## src/rtl/asrc_regs.vh

```
/*
 Constants for the serial readout control block: register offsets,
 field positions, reset values and timing counts.
 Assumes inclusion by bare name from the design file.
*/
`ifndef ASRC_REGS_VH
`define ASRC_REGS_VH

// Register byte offsets on APB
`define ASRC_CTRL_OFF      12'h000
`define ASRC_STAT_OFF      12'h004
`define ASRC_SAMPLE_OFF    12'h008
`define ASRC_RESULT_OFF    12'h00c
`define ASRC_COUNT_OFF     12'h010

// Control fields
`define ASRC_CTRL_SEL_LO   0
`define ASRC_CTRL_SEL_HI   1
`define ASRC_CTRL_RST      32'h0000_0003

// Status fields
`define ASRC_STAT_SELF     0
`define ASRC_STAT_ILLEGAL  1
`define ASRC_STAT_BUF_ON   2
`define ASRC_STAT_REF_ON   3
`define ASRC_STAT_BUSY     4
`define ASRC_STAT_STALE    5
`define ASRC_STAT_CMOS     6

// Frame geometry
`define ASRC_DATA_BITS     5'd16
`define ASRC_HDR_BITS      5'd2
`define ASRC_HEADER        2'b10

// Longest spacing between conversions, ns, and its cycle count
`define ASRC_MAX_GAP_NS    10000
`define ASRC_CLK_NS        10
`define ASRC_MAX_GAP_CYC   (`ASRC_MAX_GAP_NS / `ASRC_CLK_NS)

`endif

```

## src/rtl/asrc_readout.v

```verilog
/*
 Digital control and serial readout of a 16-bit differential converter.
 Assumes one clock pclk, asynchronous active-low presetn, an APB master,
 and a burst shift clock from the host much slower than pclk.
*/
`timescale 1ns/1ps
`include "asrc_regs.vh"

// What this block does
// Host never drives both selects low
// Select 01: buffer on, reference off
// Select 10: reference and buffer both off
// Select 11: reference and buffer on
// Start rising edge samples, begins conversion
// Negative start leg grounded means CMOS input
// Result leaves serially on data output
// Grounded echo pin selects self-clocked mode
// Self-clocked mode sends header 10 first
// Echoed mode copies shift clock out
// Echoed mode changes data on falling edge
// Data advances on shift clock falling edge
// Host restarts within 10000 ns
// Host clocks 16 or 18 bits
// Shift clock bursts, idles low
// Result goes out MSB first
module asrc_readout (
  input  wire        pclk,
  input  wire        presetn,
  input  wire        psel,
  input  wire        penable,
  input  wire        pwrite,
  input  wire [11:0] paddr,
  input  wire [31:0] pwdata,
  output reg  [31:0] prdata,
  output reg         pready,
  output reg         pslverr,
  input  wire        convert_start_pos,
  input  wire        convert_start_neg,
  input  wire        shift_clk_pos,
  input  wire        echo_clock_strap,
  input  wire [15:0] analog_code,
  output reg         serial_data_out,
  output reg         echo_clock_out,
  output reg         ref_select_low,
  output reg         ref_select_high,
  output reg         buffer_enable,
  output reg         reference_enable,
  output reg         sample_hold,
  output reg         convert_done
);

  localparam ST_IDLE  = 2'd0;
  localparam ST_SHIFT = 2'd1;

  // Header as a sized constant so its bits can be picked singly
  localparam [1:0] HDR = `ASRC_HEADER;

  // Three-stage synchronisers for pins
  reg [2:0]  cnv_p_s_r;
  reg [2:0]  cnv_n_s_r;
  reg [2:0]  sclk_s_r;
  reg [2:0]  strap_s_r;
  reg        cnv_lvl_r;
  reg        sclk_lvl_r;
  reg        strap_lvl_r;
  reg        cmos_r;

  reg [31:0] ctrl_r;
  reg [1:0]  state_r;
  reg [17:0] shreg_r;
  reg [4:0]  left_r;
  reg [15:0] result_r;
  reg [15:0] cnt_r;
  reg        stale_r;
  reg [13:0] gap_r;
  reg        gap_seen_r;
  reg        self_r;

  // Next values of the shift path
  reg [1:0]  state_nxt;
  reg [17:0] shreg_nxt;
  reg [4:0]  left_nxt;
  reg        data_nxt;

  // Agreement of last two stages marks a settled level
  function agree;
    input [2:0] s;
    begin
      agree = s[2] ~^ s[1];
    end
  endfunction

  wire cnv_raw    = cmos_r ? cnv_p_s_r[2] :
                    (cnv_p_s_r[2] & ~cnv_n_s_r[2]);
  wire cnv_ok     = cmos_r ? agree(cnv_p_s_r) :
                    (agree(cnv_p_s_r) & agree(cnv_n_s_r));
  wire cnv_rise   = cnv_ok & cnv_raw & ~cnv_lvl_r;
  wire sclk_ok    = agree(sclk_s_r);
  wire sclk_fall  = sclk_ok & ~sclk_s_r[2] & sclk_lvl_r;
  wire apb_wr     = psel & penable & pwrite & pready;
  wire apb_setup  = psel & ~penable;
  wire [1:0] sel  = {ctrl_r[`ASRC_CTRL_SEL_HI], ctrl_r[`ASRC_CTRL_SEL_LO]};

  // Echo follows the settled clock level in the same cycle as the
  // data shift, so data never moves a cycle ahead of the echo edge
  wire echo_nxt   = strap_lvl_r & (sclk_ok ? sclk_s_r[2] : sclk_lvl_r);

  // Gap counter saturates, so a long idle cannot wrap to look short
  wire gap_full   = (gap_r == `ASRC_MAX_GAP_CYC);

  always @(posedge pclk or negedge presetn) begin
    if (!presetn) begin
      cnv_p_s_r   <= 3'b000;
      cnv_n_s_r   <= 3'b000;
      sclk_s_r    <= 3'b000;
      strap_s_r   <= 3'b000;
      cnv_lvl_r   <= 1'b0;
      sclk_lvl_r  <= 1'b0;
      strap_lvl_r <= 1'b0;
      cmos_r      <= 1'b1;
    end else begin
      cnv_p_s_r <= {cnv_p_s_r[1:0], convert_start_pos};
      cnv_n_s_r <= {cnv_n_s_r[1:0], convert_start_neg};
      sclk_s_r  <= {sclk_s_r[1:0], shift_clk_pos};
      strap_s_r <= {strap_s_r[1:0], echo_clock_strap};
      if (cnv_ok)
        cnv_lvl_r <= cnv_raw;
      if (sclk_ok)
        sclk_lvl_r <= sclk_s_r[2];
      if (agree(strap_s_r))
        strap_lvl_r <= strap_s_r[2];
      // Negative leg held low while idle means CMOS drive
      if (agree(cnv_n_s_r) && !cnv_lvl_r)
        cmos_r <= ~cnv_n_s_r[2];
    end
  end

  // Reference scheme decode; illegal pair turns everything off
  always @(posedge pclk or negedge presetn) begin
    if (!presetn) begin
      ref_select_low   <= 1'b1;
      ref_select_high  <= 1'b1;
      buffer_enable    <= 1'b0;
      reference_enable <= 1'b0;
    end else begin
      ref_select_low  <= sel[0];
      ref_select_high <= sel[1];
      case (sel)
        2'b01: begin
          buffer_enable    <= 1'b1;
          reference_enable <= 1'b0;
        end
        2'b10: begin
          buffer_enable    <= 1'b0;
          reference_enable <= 1'b0;
        end
        2'b11: begin
          buffer_enable    <= 1'b1;
          reference_enable <= 1'b1;
        end
        default: begin
          buffer_enable    <= 1'b0;
          reference_enable <= 1'b0;
        end
      endcase
    end
  end

  // Start edge: sample pulse and result capture
  always @(posedge pclk or negedge presetn) begin
    if (!presetn) begin
      result_r     <= 16'h0000;
      cnt_r        <= 16'h0000;
      self_r       <= 1'b0;
      sample_hold  <= 1'b0;
      convert_done <= 1'b0;
    end else begin
      sample_hold  <= cnv_rise;
      convert_done <= cnv_rise;
      if (cnv_rise) begin
        result_r <= analog_code;
        cnt_r    <= cnt_r + 16'd1;
        // Mode strap read afresh at every start
        self_r   <= ~strap_lvl_r;
      end
    end
  end

  // Spacing watchdog; the first conversion is never stale
  always @(posedge pclk or negedge presetn) begin
    if (!presetn) begin
      gap_r      <= 14'h0000;
      gap_seen_r <= 1'b0;
      stale_r    <= 1'b0;
    end else begin
      if (cnv_rise) begin
        // Result after an overlong gap is flagged, not dropped
        stale_r    <= gap_seen_r & gap_full;
        gap_r      <= 14'h0000;
        gap_seen_r <= 1'b1;
      end else if (!gap_full) begin
        gap_r <= gap_r + 14'd1;
      end
    end
  end

  // Shift path next state; a new start restarts any frame
  always @* begin
    state_nxt = state_r;
    shreg_nxt = shreg_r;
    left_nxt  = left_r;
    data_nxt  = serial_data_out;

    if (cnv_rise) begin
      state_nxt = ST_SHIFT;
      if (!strap_lvl_r) begin
        shreg_nxt = {HDR, analog_code};
        left_nxt  = `ASRC_DATA_BITS + `ASRC_HDR_BITS;
        data_nxt  = HDR[1];
      end else begin
        shreg_nxt = {analog_code, 2'b00};
        left_nxt  = `ASRC_DATA_BITS;
        data_nxt  = analog_code[15];
      end
    end else begin
      case (state_r)
        ST_SHIFT: begin
          if (sclk_fall) begin
            // Next bit moves out on each falling shift edge
            shreg_nxt = {shreg_r[16:0], 1'b0};
            data_nxt  = shreg_r[16];
            left_nxt  = left_r - 5'd1;
            if (left_r == 5'd1)
              state_nxt = ST_IDLE;
          end
        end
        default: state_nxt = ST_IDLE;
      endcase
    end
  end

  // Shift path flops
  always @(posedge pclk or negedge presetn) begin
    if (!presetn) begin
      state_r         <= ST_IDLE;
      shreg_r         <= 18'h00000;
      left_r          <= 5'd0;
      serial_data_out <= 1'b0;
      echo_clock_out  <= 1'b0;
    end else begin
      state_r         <= state_nxt;
      shreg_r         <= shreg_nxt;
      left_r          <= left_nxt;
      serial_data_out <= data_nxt;
      // Echo is a replica only in echoed-clock mode
      echo_clock_out  <= echo_nxt;
    end
  end

  // APB slave, zero wait states, error on unmapped address
  always @(posedge pclk or negedge presetn) begin
    if (!presetn) begin
      ctrl_r  <= `ASRC_CTRL_RST;
      prdata  <= 32'h0000_0000;
      pready  <= 1'b0;
      pslverr <= 1'b0;
    end else begin
      pready  <= apb_setup;
      pslverr <= 1'b0;
      if (apb_setup) begin
        prdata <= 32'h0000_0000;
        case (paddr)
          `ASRC_CTRL_OFF:   prdata <= ctrl_r;
          `ASRC_STAT_OFF: begin
            prdata[`ASRC_STAT_SELF]    <= self_r;
            prdata[`ASRC_STAT_ILLEGAL] <= (sel == 2'b00);
            prdata[`ASRC_STAT_BUF_ON]  <= buffer_enable;
            prdata[`ASRC_STAT_REF_ON]  <= reference_enable;
            prdata[`ASRC_STAT_BUSY]    <= (state_r == ST_SHIFT);
            prdata[`ASRC_STAT_STALE]   <= stale_r;
            prdata[`ASRC_STAT_CMOS]    <= cmos_r;
          end
          `ASRC_SAMPLE_OFF: prdata <= {16'h0000, analog_code};
          `ASRC_RESULT_OFF: prdata <= {16'h0000, result_r};
          `ASRC_COUNT_OFF:  prdata <= {16'h0000, cnt_r};
          default:          pslverr <= 1'b1;
        endcase
      end
      if (apb_wr && paddr == `ASRC_CTRL_OFF)
        ctrl_r <= {30'h0, pwdata[1:0]};
    end
  end

endmodule

```

## config.mk

```make
export PLATFORM = sky130hd
export DESIGN_NAME = asrc_readout
export DESIGN_NICKNAME = d
export VERILOG_FILES = /design/src/rtl/asrc_readout.v
export VERILOG_INCLUDE_DIRS = /design/src /design/src/rtl
export SDC_FILE = /design/constraint.sdc
export NUM_CORES = 1
export LEC_CHECK = 0
export ABC_AREA = 1
export BUFFER_PORTS_ARGS = -buffer_cell sky130_fd_sc_hd__clkbuf_2
export CAP_MARGIN = 40
export CORE_ASPECT_RATIO = 0.75
export CORE_MARGIN = 1.5
export CORE_UTILIZATION = 45
export CTS_CLUSTER_DIAMETER = 150
export DETAILED_ROUTE_END_ITERATION = 7
export GPL_ROUTABILITY_DRIVEN = 0
export HOLD_SLACK_MARGIN = 0.12
export PLACE_DENSITY = 0.67
export SLEW_MARGIN = 40
export SYNTH_ARGS = -nofsm -noshare
export SYNTH_HDL_FRONTEND = slang
export SYNTH_SLANG_ARGS = --single-unit
```

## constraint.sdc

```tcl
create_clock -name pclk -period 3.5 [get_ports pclk]
set_input_delay 0.7 -clock pclk [delete_from_list [all_inputs] [get_ports pclk]]
set_output_delay 0.7 -clock pclk [all_outputs]
set_load 0.1 [all_outputs]
```

# After elaboration in Yosys (flattened, before gate mapping)
# Index checks and enable logic that the tools add are counted.
# totals
input_bits	69
output_inout_bits	42
word_cells	102
ff_bits	132
# op_classes
addsub	3
eq_ne	12
n_mux	27
n_reduce_logical	11
bitwise	21
# ops
cell	n
$mux W17	4
$pmux W7 S5	1
$mux W14	2
$pmux W9 S3	1
$eq A12 B4 Y1 const B	2
$add A16 B1 Y16 const B	1
$mux W5	3
$add A14 B1 Y14 const B	1
$eq A14 B10 Y1 const B	1
$and A1 B1 Y1	12
$eq A12 B3 Y1 const B	1
$eq A12 B5 Y1 const B	1
$logic_not A12 Y1	1
$mux W1	11
$mux W2	5
$ne A3 B3 Y1 const B	2
$eq A5 B1 Y1 const B	1
$not A1 Y1	5
$reduce_or A5 Y1	1
$sub A5 B1 Y5 const B	1
$eq A2 B1 Y1 const B	2
$reduce_and A2 Y1	2
$reduce_bool A2 Y1	2
$xnor A1 B1 Y1	4
other kinds (6)	7

# Longest topological paths before layout
# Gate-level depths: netlist (run 1).
# logic_depth
ltp_word	7
ltp_mapped	9
mapped_depth_nobuf	9

# Least setup slack after synthesis (run 1)
# Ideal clock, no wire load.
# synth_path
path_type	register -> output
start	reg, netlist name convert_done
end	out sample_hold
n_path_buf	1
t_arrival_ns	1.324
stages_incl_launch_ff	2
required_ns	2.800
path_slack_ns	1.476
cell_sequence	dfrtp_1 > buf_4
# synth_lines
element	line_no	text
end: declaration	asrc_readout.v:48	output reg sample_hold,

# Worst setup path in the final report (run 1)
# layout_path
start	reg cmos_r
end	reg shreg_r[4]
# layout_between
elab_chain_cells	5
elab_cells_between_ends	8
classes_between	mux: 3; bitwise: 2; reduce/logical: 3
# layout_rtl
element	line_no	text
start: declaration	asrc_readout.v:66	reg cmos_r;
start signal: assignment	asrc_readout.v:134	cmos_r <= ~cnv_n_s_r[2];
$mux W1, on equally long branches	asrc_readout.v:95, asrc_readout.v:93	
$and A1 B1 Y1 (*) (2 in a row)	asrc_readout.v:97	wire cnv_rise = cnv_ok & cnv_raw & ~cnv_lvl_r;
$reduce_bool A2 Y1 (no line)	n/a	
$reduce_and A2 Y1 (no line)	n/a	
end signal: assignment	asrc_readout.v:252	shreg_r <= shreg_nxt;
end: declaration	asrc_readout.v:70	reg [17:0] shreg_r;
# Every way passes the cells marked *; elsewhere a longest branch is shown, timed or not.
# A chain may end at the register's enable or synchronous reset.

==> results of run 1 <==
==> how the worst max path moves through the flow <==
stage,startpoint,end,slack [ps],depth (start not counted)
finish,cmos_r$_DFFE_PN1P_,shreg_r[4]$_DFFE_PN0P_,1370,7
global route,cmos_r$_DFFE_PN1P_,left_r[4]$_DFFE_PN0P_,1180,7
CTS,cmos_r$_DFFE_PN1P_,shreg_r[4]$_DFFE_PN0P_,1370,7
detailed placement,cmos_r$_DFFE_PN1P_,shreg_r[4]$_DFFE_PN0P_,1410,7
global placement,cmos_r$_DFFE_PN1P_,shreg_r[4]$_DFFE_PN0P_,1460,7
floorplan,convert_done$_DFF_PN0_,sample_hold,1480,1
==> report_power, final <==
group / internal, mW / switching (mW)
Clock: 1.36 / 0.602
Sequential: 1.64 / 0.240
Combinational: 0.273 / 0.599
Total: 3.28 / 1.44
==> critical path, cell delays in order, from the launching register on <==
cell and delay, ps:
dfstp_2 560, inv_1 80, o21ai_4 90, nand3_4 470, nand2_4 400, inv_1 180, nand2_1 110, o221ai_2 90
==> per-stage QoR <==
stage	utilization, %	cell area (um^2)	hold WS, ps	instances	setup WS [ps]
6_report	55.0	6860	308	949	1370
5_1_grt	55.0	6860	353	949	1180
4_1_cts	55.0	6860	342	949	1370
3_5_place_dp	49.6	6190	337	917	1410
3_3_place_gp	49.6	6190	335	917	1460
2_1_floorplan	-	5900	331	721	1480
==> cells by family after synthesis <==
group / after synthesis / synth area share [%]
compound gates: 84 / 8.28
xor+xnor: 15 / 2.25
fa+ha+maj: 7 / 1.46
buf+inv: 111 / 9.48
flops: 115 / 49.3
other cells: 1 / 0.0642
simple gates: 373 / 29.1
==> routing by layer <==
layer  GRT usage [%]  up-vias  part of all wire (%)
li1                -     2381                     -
met1            30.7     2365                    48
met2            32.5      178                    45
met3            5.81       22                   6.0
met4            8.02        0                   1.3
met5               0        -                     0
==> flip-flops by register name, summed over array words and instances (netlist names), 2 cells and up <==
signal / cells
shreg_r: 17
cnv_p_s_r: 3
ctrl_r: 2
result_r: 16
cnt_r: 16
left_r: 5
strap_s_r: 3
cnv_n_s_r: 3
prdata: 16
sclk_s_r: 3
gap_r: 14
==> final cells by class <==
type	instances	share of cell area, %
clock inverter	11	2.99
clock buffer	21	6.71
timing repair buffer	68	5.33
multi-input combinational	495	35.9
tap	166	3.03
sequential	115	42.0
inverter	73	3.99
==> cell usage in the layout (no fill, tap or decap), types with 6 or more instances in the layout <==
cell type    n
clkbuf_16   17
clkbuf_2    63
inv_1       71
bufinv_16    6
nor3_1       9
xor2_1       9
dfrtp_1    110
nand4_1     11
nand3_1     80
xnor2_1      6
o21ai_0     37
nand3_2      6
conb_1      16
nand2_1    188
ha_1         6
o21ai_1      7
nor2_2       7
nor2_1      55
a21oi_1     26
==> results.yml, run 1 <==
cts:
  cts_resized: 0
  cts_setup_buffers: 0
  clk_path_buf_depth: 2
  cts_max_level: 4
  insertion_delay_ps: 420
  cts_made_buffers: 17
  cts_sinks: 115
  cts_hold_buf: 0
  clk_pin_slew_ps: 50
  clockRootBuffer: "clkbuf_16"
  tritoncts: "built"
timing:
  finalSetupViolations: 0
  fin_worst_skew_ps: 4.99
  hold_violations: 0
  final.setup.tns_ps: 0
  fin_crit_sh_pct: 60.9
  max_freq_mhz: 469
  drv_slew: 0
  rsz0062_at_grt: "no"
  tightest_slew_ps: 734
  slew_headroom_pct: 51.0
  layout_min_cycle_time_ps: 2130
worst_setup_path:
  r2r-end: "shreg_r[4]$_DFFE_PN0P_"
  worst_setup_path_start_kind: "register"
  worstPathArrival_ps: 2420
  rr_worst_depth: 7
  cp_max_fo: 45
  worstPathRequired_ps: 3790
  crit_type: "reg2reg"
  crit_path_end_kind: "register"
  rrSetupSlack_ps: 1370
  timing.rr.start: "cmos_r$_DFFE_PN1P_"
cells_and_area:
  multiInputGateArea_um2: 2460
  nFillCells: 1119
  drive_gt1_share_pct: 17.8
  fin_nets: 845
  syn2layout_area_growth_pct: 17.4
  seqCellArea_um2: 2880
  diodes: 0
detailed_routing:
  routedWlPerCell_um: 14.6
  drtAntennaViolNets: 0
  vias_per_cell: 5.21
  drc: 0
  firstDrtPassIters: 5
  finalWirelength_mm: 13.8
  drtIter0Drc: 430
  vias: 4946
floorplan:
  die_h_um: 102
  die_area_um2: 13700
  core_area_um2: 12500
  fp.dieW_um: 135
  rows: 35
  io_pins: 111
  start_util_pct: 46.8
logic_synthesis:
  ys_seq_elements: 115
  synthDistinctLibCells: 43
  yosysSeqAreaShare_pct: 49.3
  synth.top_cells.by_count: "nand2_1 (188), dfrtp_1 (110), nand3_1 (80), inv_1 (71), nor2_1 (55)"
  syn_area_um2: 5850
  synth_warnings: 0
  synth_top_area_share_pct: 47.1
  syn_inst: 706
  yosysMostFrequentCell: "nand2_1"
  avgSynthCellArea_um2: 8.28
  synthArstFlopShare_pct: 100
  synth_ff_type: "dfrtp_1"
  synth_edf_count: 0
  synthTopCellsByArea: "dfrtp_1 (47%), nand2_1 (12%), nand3_1 (6.8%)"
  synth_top_cell_by_area: "dfrtp_1"
global_route:
  antenna_found_initial: 0
  grtUsageTotal_pct: 21.8
  grt_pass1_vias: 4651
  grt.overflow.total: 0
  grt_max_degree: 65
  grt_first_pass_wirelength_mm: 22.8
place:
  hpwl_mm: 9.50
  port_buffers: 64
pwr:
  ir_worst_vdd_uv: 370
  power.density_nw_per_um2: 688
  leakage_nw: 3.51
  power.total_mw: 4.72
min_path:
  min_path_type: "in2async"
outcome:
  outcome: "finished, final reports clean"
flow_run:
  maxCapViolCount: 0
Power figures use the tool's default switching activity.
==> run 2: changes to the inputs <==
ABC_AREA = 0   (was 1)
PLACE_DENSITY = 0.7   (was 0.67)
clock period = 1.8 ns   (was 3.5 ns; I/O delays follow)
==> results.yml, run 2 <==
logic_synthesis:
  synth_top_cell_by_area: "dfrtp_1"
  synth_edf_count: 0
  synth_warnings: 0
  ys_seq_elements: 115
  syn_area_um2: 5440
  synth_top_area_share_pct: 50.6
  yosysSeqAreaShare_pct: 53.0
  avgSynthCellArea_um2: 10.3
  synth.top_cells.by_count: "nand2_1 (113), dfrtp_1 (110), nor2_1 (19), xnor2_1 (19), buf_4 (18)"
  synthTopCellsByArea: "dfrtp_1 (51%), nand2_1 (7.8%), xnor2_1 (3.1%)"
  syn_inst: 531
  synthArstFlopShare_pct: 100
  synth_ff_type: "dfrtp_1"
  yosysMostFrequentCell: "nand2_1"
  synthDistinctLibCells: 56
flow_run:
  maxCapViolCount: 0
global_route:
  antenna_found_initial: 0
  grt.overflow.total: 0
  busiest_layer: "met2"
  grtUsageMet1_pct: 26.7
  met3_usage_pct: 5.70
  grt_pass1_vias: 3979
  met2_usage_pct: 30.9
  grtUsageTotal_pct: 19.6
  grt_first_pass_wirelength_mm: 19.4
  grt_max_degree: 56
timing:
  rsz0062_at_grt: "no"
  drv_slew: 0
  max_freq_mhz: 584
  worst_slack_ps: 88.9
  fin_worst_skew_ps: 7.65
  hold_violations: 0
  final.setup.tns_ps: 0
  slew_headroom_pct: 63.9
  layout_min_cycle_time_ps: 1710
  finalSetupViolations: 0
  fin_crit_sh_pct: 95.1
  tightest_slew_ps: 538
cells_and_area:
  fin_nets: 689
  regMostFlops: "shreg_r"
  diodes: 0
  nFillCells: 1006
  most-common-layout-cells: "nand2_1 (113), dfrtp_1 (108), clkbuf_2 (63), nor2_1 (19), xnor2_1 (19)"
  syn2layout_area_growth_pct: 21.4
  drive_gt1_share_pct: 23.0
  largest_reg_flops: 17
  mostFrequentLayoutCell: "nand2_1"
worst_setup_path:
  worstPathRequired_ps: 1440
  crit_chain: "clkbuf_2"
  worst_setup_path_start_kind: "register"
  crit_path_end_kind: "output pin"
  critPathSlowestCell: "dfstp_2"
  worstPathArrival_ps: 1350
  max_stage_delay_ps: 510
  crit_family: "flip-flops"
  crit_type: "reg2out"
  cp_max_fo: 1
  path_buf_inv: 1
pwr:
  ir_worst_vdd_uv: 747
  leakage_nw: 3.10
  power.density_nw_per_um2: 1310
cts:
  insertion_delay_ps: 410
  clockRootBuffer: "clkbuf_16"
  cts_sinks: 115
  clk_path_buf_depth: 2
  cts_made_buffers: 17
  cts_max_level: 4
  tritoncts: "built"
  clk_pin_slew_ps: 50
detailed_routing:
  vias: 4140
  drc: 0
  routedWlPerCell_um: 14.8
  finalWirelength_mm: 11.7
  vias_per_cell: 5.25
  drtAntennaViolNets: 0
  firstDrtPassIters: 4
  drtIter0Drc: 284
floorplan:
  die_h_um: 98.3
  fp.dieW_um: 130
  rows: 34
  die_area_um2: 12800
  io_pins: 111
  start_util_pct: 46.5
  core_area_um2: 11700
place:
  port_buffers: 64
  dp_slack_ps: 16.0
  hpwl_mm: 8.20
min_path:
  min_path_type: "in2reg"
outcome:
  outcome: "finished, final reports clean"
==> run 2: what timing repair did <==
action / CTS / global route
endpoints found under the hold margin: 24 / 0
hold buffers: 5 / 0
setup endpoints to repair: 0 / 1
buffers inserted: 0 / 0
gates resized for setup: 0 / 1
==> run 2: power breakdown <==
group / total [mW] / switching, mW / internal [mW] / leakage (nW)
registers: 3.68 / 0.470 / 3.21 / 1.45
clock network: 3.25 / 1.09 / 2.15 / 0.284
logic: 1.73 / 1.04 / 0.685 / 1.37
total: 8.65 / 2.60 / 6.04 / 3.10
==> run 2: worst reg2reg max path: cells and delay by family, from the launching register on <==
| family | cells | cell delay (ps) |
|---|---|---|
| flops | 1 | 400 |
| simple gates | 3 | 810 |
| compound gates | 1 | 140 |
| fa+ha+maj | 1 | 210 |
==> run 2: layout make-up <==
class | instances | area (um^2) | area share [%]
timing repair buffer | 88 | 541 | 8.18
clock inverter | 3 | 42.5 | 0.644
inverter | 14 | 52.6 | 0.795
multi-input combinational | 378 | 2340 | 35.4
clock buffer | 29 | 541 | 8.18
tap | 162 | 203 | 3.07
sequential | 115 | 2890 | 43.7
==> run 2: cells by family (layout without fill, tap and decap cells) <==
logic type	Yosys count	in the layout	share of synthesized area, %
simple gates	219	219	20.4
flops	115	115	53.0
compound gates	90	90	11.5
buf+inv	53	134	5.06
xor+xnor	26	26	4.18
mux	20	20	4.21
fa+ha+maj	7	7	1.56
other cells	1	16	0.0689
==> run 2: layer usage <==
| layer | up-vias | wire (um) |
|---|---|---|
| li1 | 1984 | - |
| met1 | 2036 | 5350 |
| met2 | 107 | 5680 |
| met3 | 13 | 553 |
| met4 | 0 | 128 |
| met5 | - | 0 |
==> run 2: worst paths after layout <==
| path | start | end | slack, ps | cells past startpoint |
|---|---|---|---|---|
| hold / removal | pwdata[0] | ctrl_r[0]$_DFFE_PN1P_ | 190 | 2 |
| max in group asynchronous | presetn | ctrl_r[1]$_DFFE_PN1P_ | 780 | 3 |
| setup / recovery | ref_select_low$_DFF_PN1_ | ref_select_low | 90 | 1 |
| min in group asynchronous | presetn | cnt_r[8]$_DFFE_PN0N_ | 400 | 2 |
| hold reg to reg | cnv_n_s_r[0]$_DFF_PN0_ | cnv_n_s_r[1]$_DFF_PN0_ | 350 | 0 |
| setup reg to reg | gap_r[1]$_DFFE_PN0P_ | gap_r[12]$_DFFE_PN0P_ | 170 | 5 |
==> run 2: through the flow <==
step / util (%) / total power, mW / std cells / hold slack (ps) / instance area [um^2]
after floorplan: - / 4.93 / 546 / 64.4 / 5500
after CTS: 56.5 / 8.71 / 789 / 181 / 6610
after global placement: 51.0 / 5.32 / 752 / 284 / 5970
after global routing: 56.5 / 9.14 / 789 / 188 / 6610
final: 56.5 / 8.65 / 789 / 195 / 6610
after detailed placement: 51.0 / 5.42 / 752 / 291 / 5970
==> run 3: changes to the inputs <==
CELL_PAD_IN_SITES_DETAIL_PLACEMENT = 0   (was unset)
CELL_PAD_IN_SITES_GLOBAL_PLACEMENT = 1   (was unset)
CORE_UTILIZATION = 38   (was 45)
PLACE_DENSITY = 0.87   (was 0.7)
==> results.yml, run 3 (same netlist as run 2, synthesis figures left out) <==
worst_setup_path:
  crit_path_end_kind: "output pin"
  timing.rr.start: "gap_r[0]$_DFFE_PN0P_"
  critPathSlowestCell: "dfstp_2"
  worstPathRequired_ps: 1440
  crit_chain: "clkbuf_2"
  max_stage_delay_ps: 510
  worst_setup_path_start_kind: "register"
  crit_family: "flip-flops"
  worstPathArrival_ps: 1360
  cp_max_fo: 1
  crit_type: "reg2out"
  crit_start: "ref_select_high$_DFF_PN1_"
  path_buf_inv: 1
pwr:
  power.total_mw: 9.06
  power.density_nw_per_um2: 1350
  ir_worst_vdd_uv: 778
  leakage_nw: 3.12
floorplan:
  die_area_um2: 15100
  core_area_um2: 13800
  rows: 37
  fp.dieW_um: 141
  die_h_um: 107
  io_pins: 111
  start_util_pct: 39.3
detailed_routing:
  vias: 4129
  drtIter0Drc: 224
  vias_per_cell: 5.16
  firstDrtPassIters: 5
  routedWlPerCell_um: 15.0
  drtAntennaViolNets: 0
  finalWirelength_mm: 12.0
  drc: 0
timing:
  layout_min_cycle_time_ps: 1720
  whs_ps: 190
  tightest_slew_ps: 549
  hold_violations: 0
  finalSetupViolations: 0
  fin_worst_skew_ps: 7.06
  max_freq_mhz: 582
  fin_crit_sh_pct: 95.5
  rsz0062_at_grt: "no"
  final.setup.tns_ps: 0
  drv_slew: 0
  slew_headroom_pct: 63.5
cells_and_area:
  drive_gt1_share_pct: 23.5
  diodes: 0
  fin_nets: 687
  final_cells: 800
  nFillCells: 1259
  largest_reg_flops: 17
  regMostFlops: "shreg_r"
  syn2layout_area_growth_pct: 23.1
  mostFrequentLayoutCell: "nand2_1"
  most-common-layout-cells: "nand2_1 (113), dfrtp_1 (109), clkbuf_2 (63), nor2_1 (19), xnor2_1 (19)"
cts:
  clk_path_buf_depth: 2
  cts_max_level: 4
  cts_sinks: 115
  cts_made_buffers: 17
  clockRootBuffer: "clkbuf_16"
  insertion_delay_ps: 410
  tritoncts: "built"
  cts_setup_buffers: 0
  clk_pin_slew_ps: 60
outcome:
  outcome: "finished, final reports clean"
place:
  hpwl_mm: 8.45
  port_buffers: 64
  dpl.cell_count: 763
min_path:
  min_from: "pwdata[0]"
  min_path_type: "in2reg"
global_route:
  grt.overflow.total: 0
  grtUsageTotal_pct: 17.4
  antenna_found_initial: 0
  grt_first_pass_wirelength_mm: 20.5
  grt_max_degree: 63
  grt_pass1_vias: 4197
flow_run:
  maxCapViolCount: 0
[run 3: cell count changes in the layout (fill, tap and decap cells not counted), moves of 4 or more]
| cell | delta |
|---|---|
| clkbuf_8 | -7 |
| buf_4 | -4 |
| bufinv_16 | +4 |
| clkbuf_1 | -4 |
| clkinvlp_4 | +4 |
[run 3: area by class of cell]
cell class / count / area [um^2] / area share, %
clock inverters: 14 / 211 / 3.16
repair buffers: 86 / 551 / 8.22
well taps: 175 / 219 / 3.27
clock buffers: 18 / 429 / 6.41
flip-flops and latches: 115 / 2890 / 43.1
multi-input cells: 378 / 2350 / 35.1
inverters: 14 / 52.6 / 0.784
[run 3: worst paths after layout]
kind | endpoint | slack (ps) | cells past startpoint
worst max-delay path | ref_select_high | 80 | 1
worst min-delay path | ctrl_r[0]$_DFFE_PN1P_ | 190 | 2
worst max register to register | gap_r[12]$_DFFE_PN0P_ | 130 | 5
worst min register to register | cnv_p_s_r[1]$_DFF_PN0_ | 340 | 0
max in group asynchronous | cmos_r$_DFFE_PN1P_ | 970 | 3
min in group asynchronous | prdata[14]$_DFFE_PN0P_ | 490 | 3
[run 3: where the power goes]
part	total (mW)	leakage, nW	switching (mW)	internal, mW
registers	3.67	1.45	0.471	3.20
logic	1.75	1.37	1.06	0.694
clock network	3.64	0.298	1.19	2.45
[run 3: layer usage]
metal	track usage (%)	part of all wire, %
met1	23.3	48
met3	4.42	3.1
met4	6.03	0.29
met5	0	0
met2	27.6	49
[run 3: stage by stage]
| step | util, % | area [um^2] | setup WS, ps |
|---|---|---|---|
| finish | 48.4 | 6700 | 80.3 |
| global route | 48.4 | 6700 | 0.278 |
| CTS | 48.3 | 6690 | 55.8 |
| detailed placement | 43.3 | 6000 | 121 |
| global placement | 43.3 | 6000 | 155 |
| floorplan | - | 5500 | 116 |
[run 3: repair_timing]
item	in CTS	in global routing
hold buffers	5	0
endpoints found under the hold margin	114	0
setup endpoints to repair	0	2
resized for setup	0	2
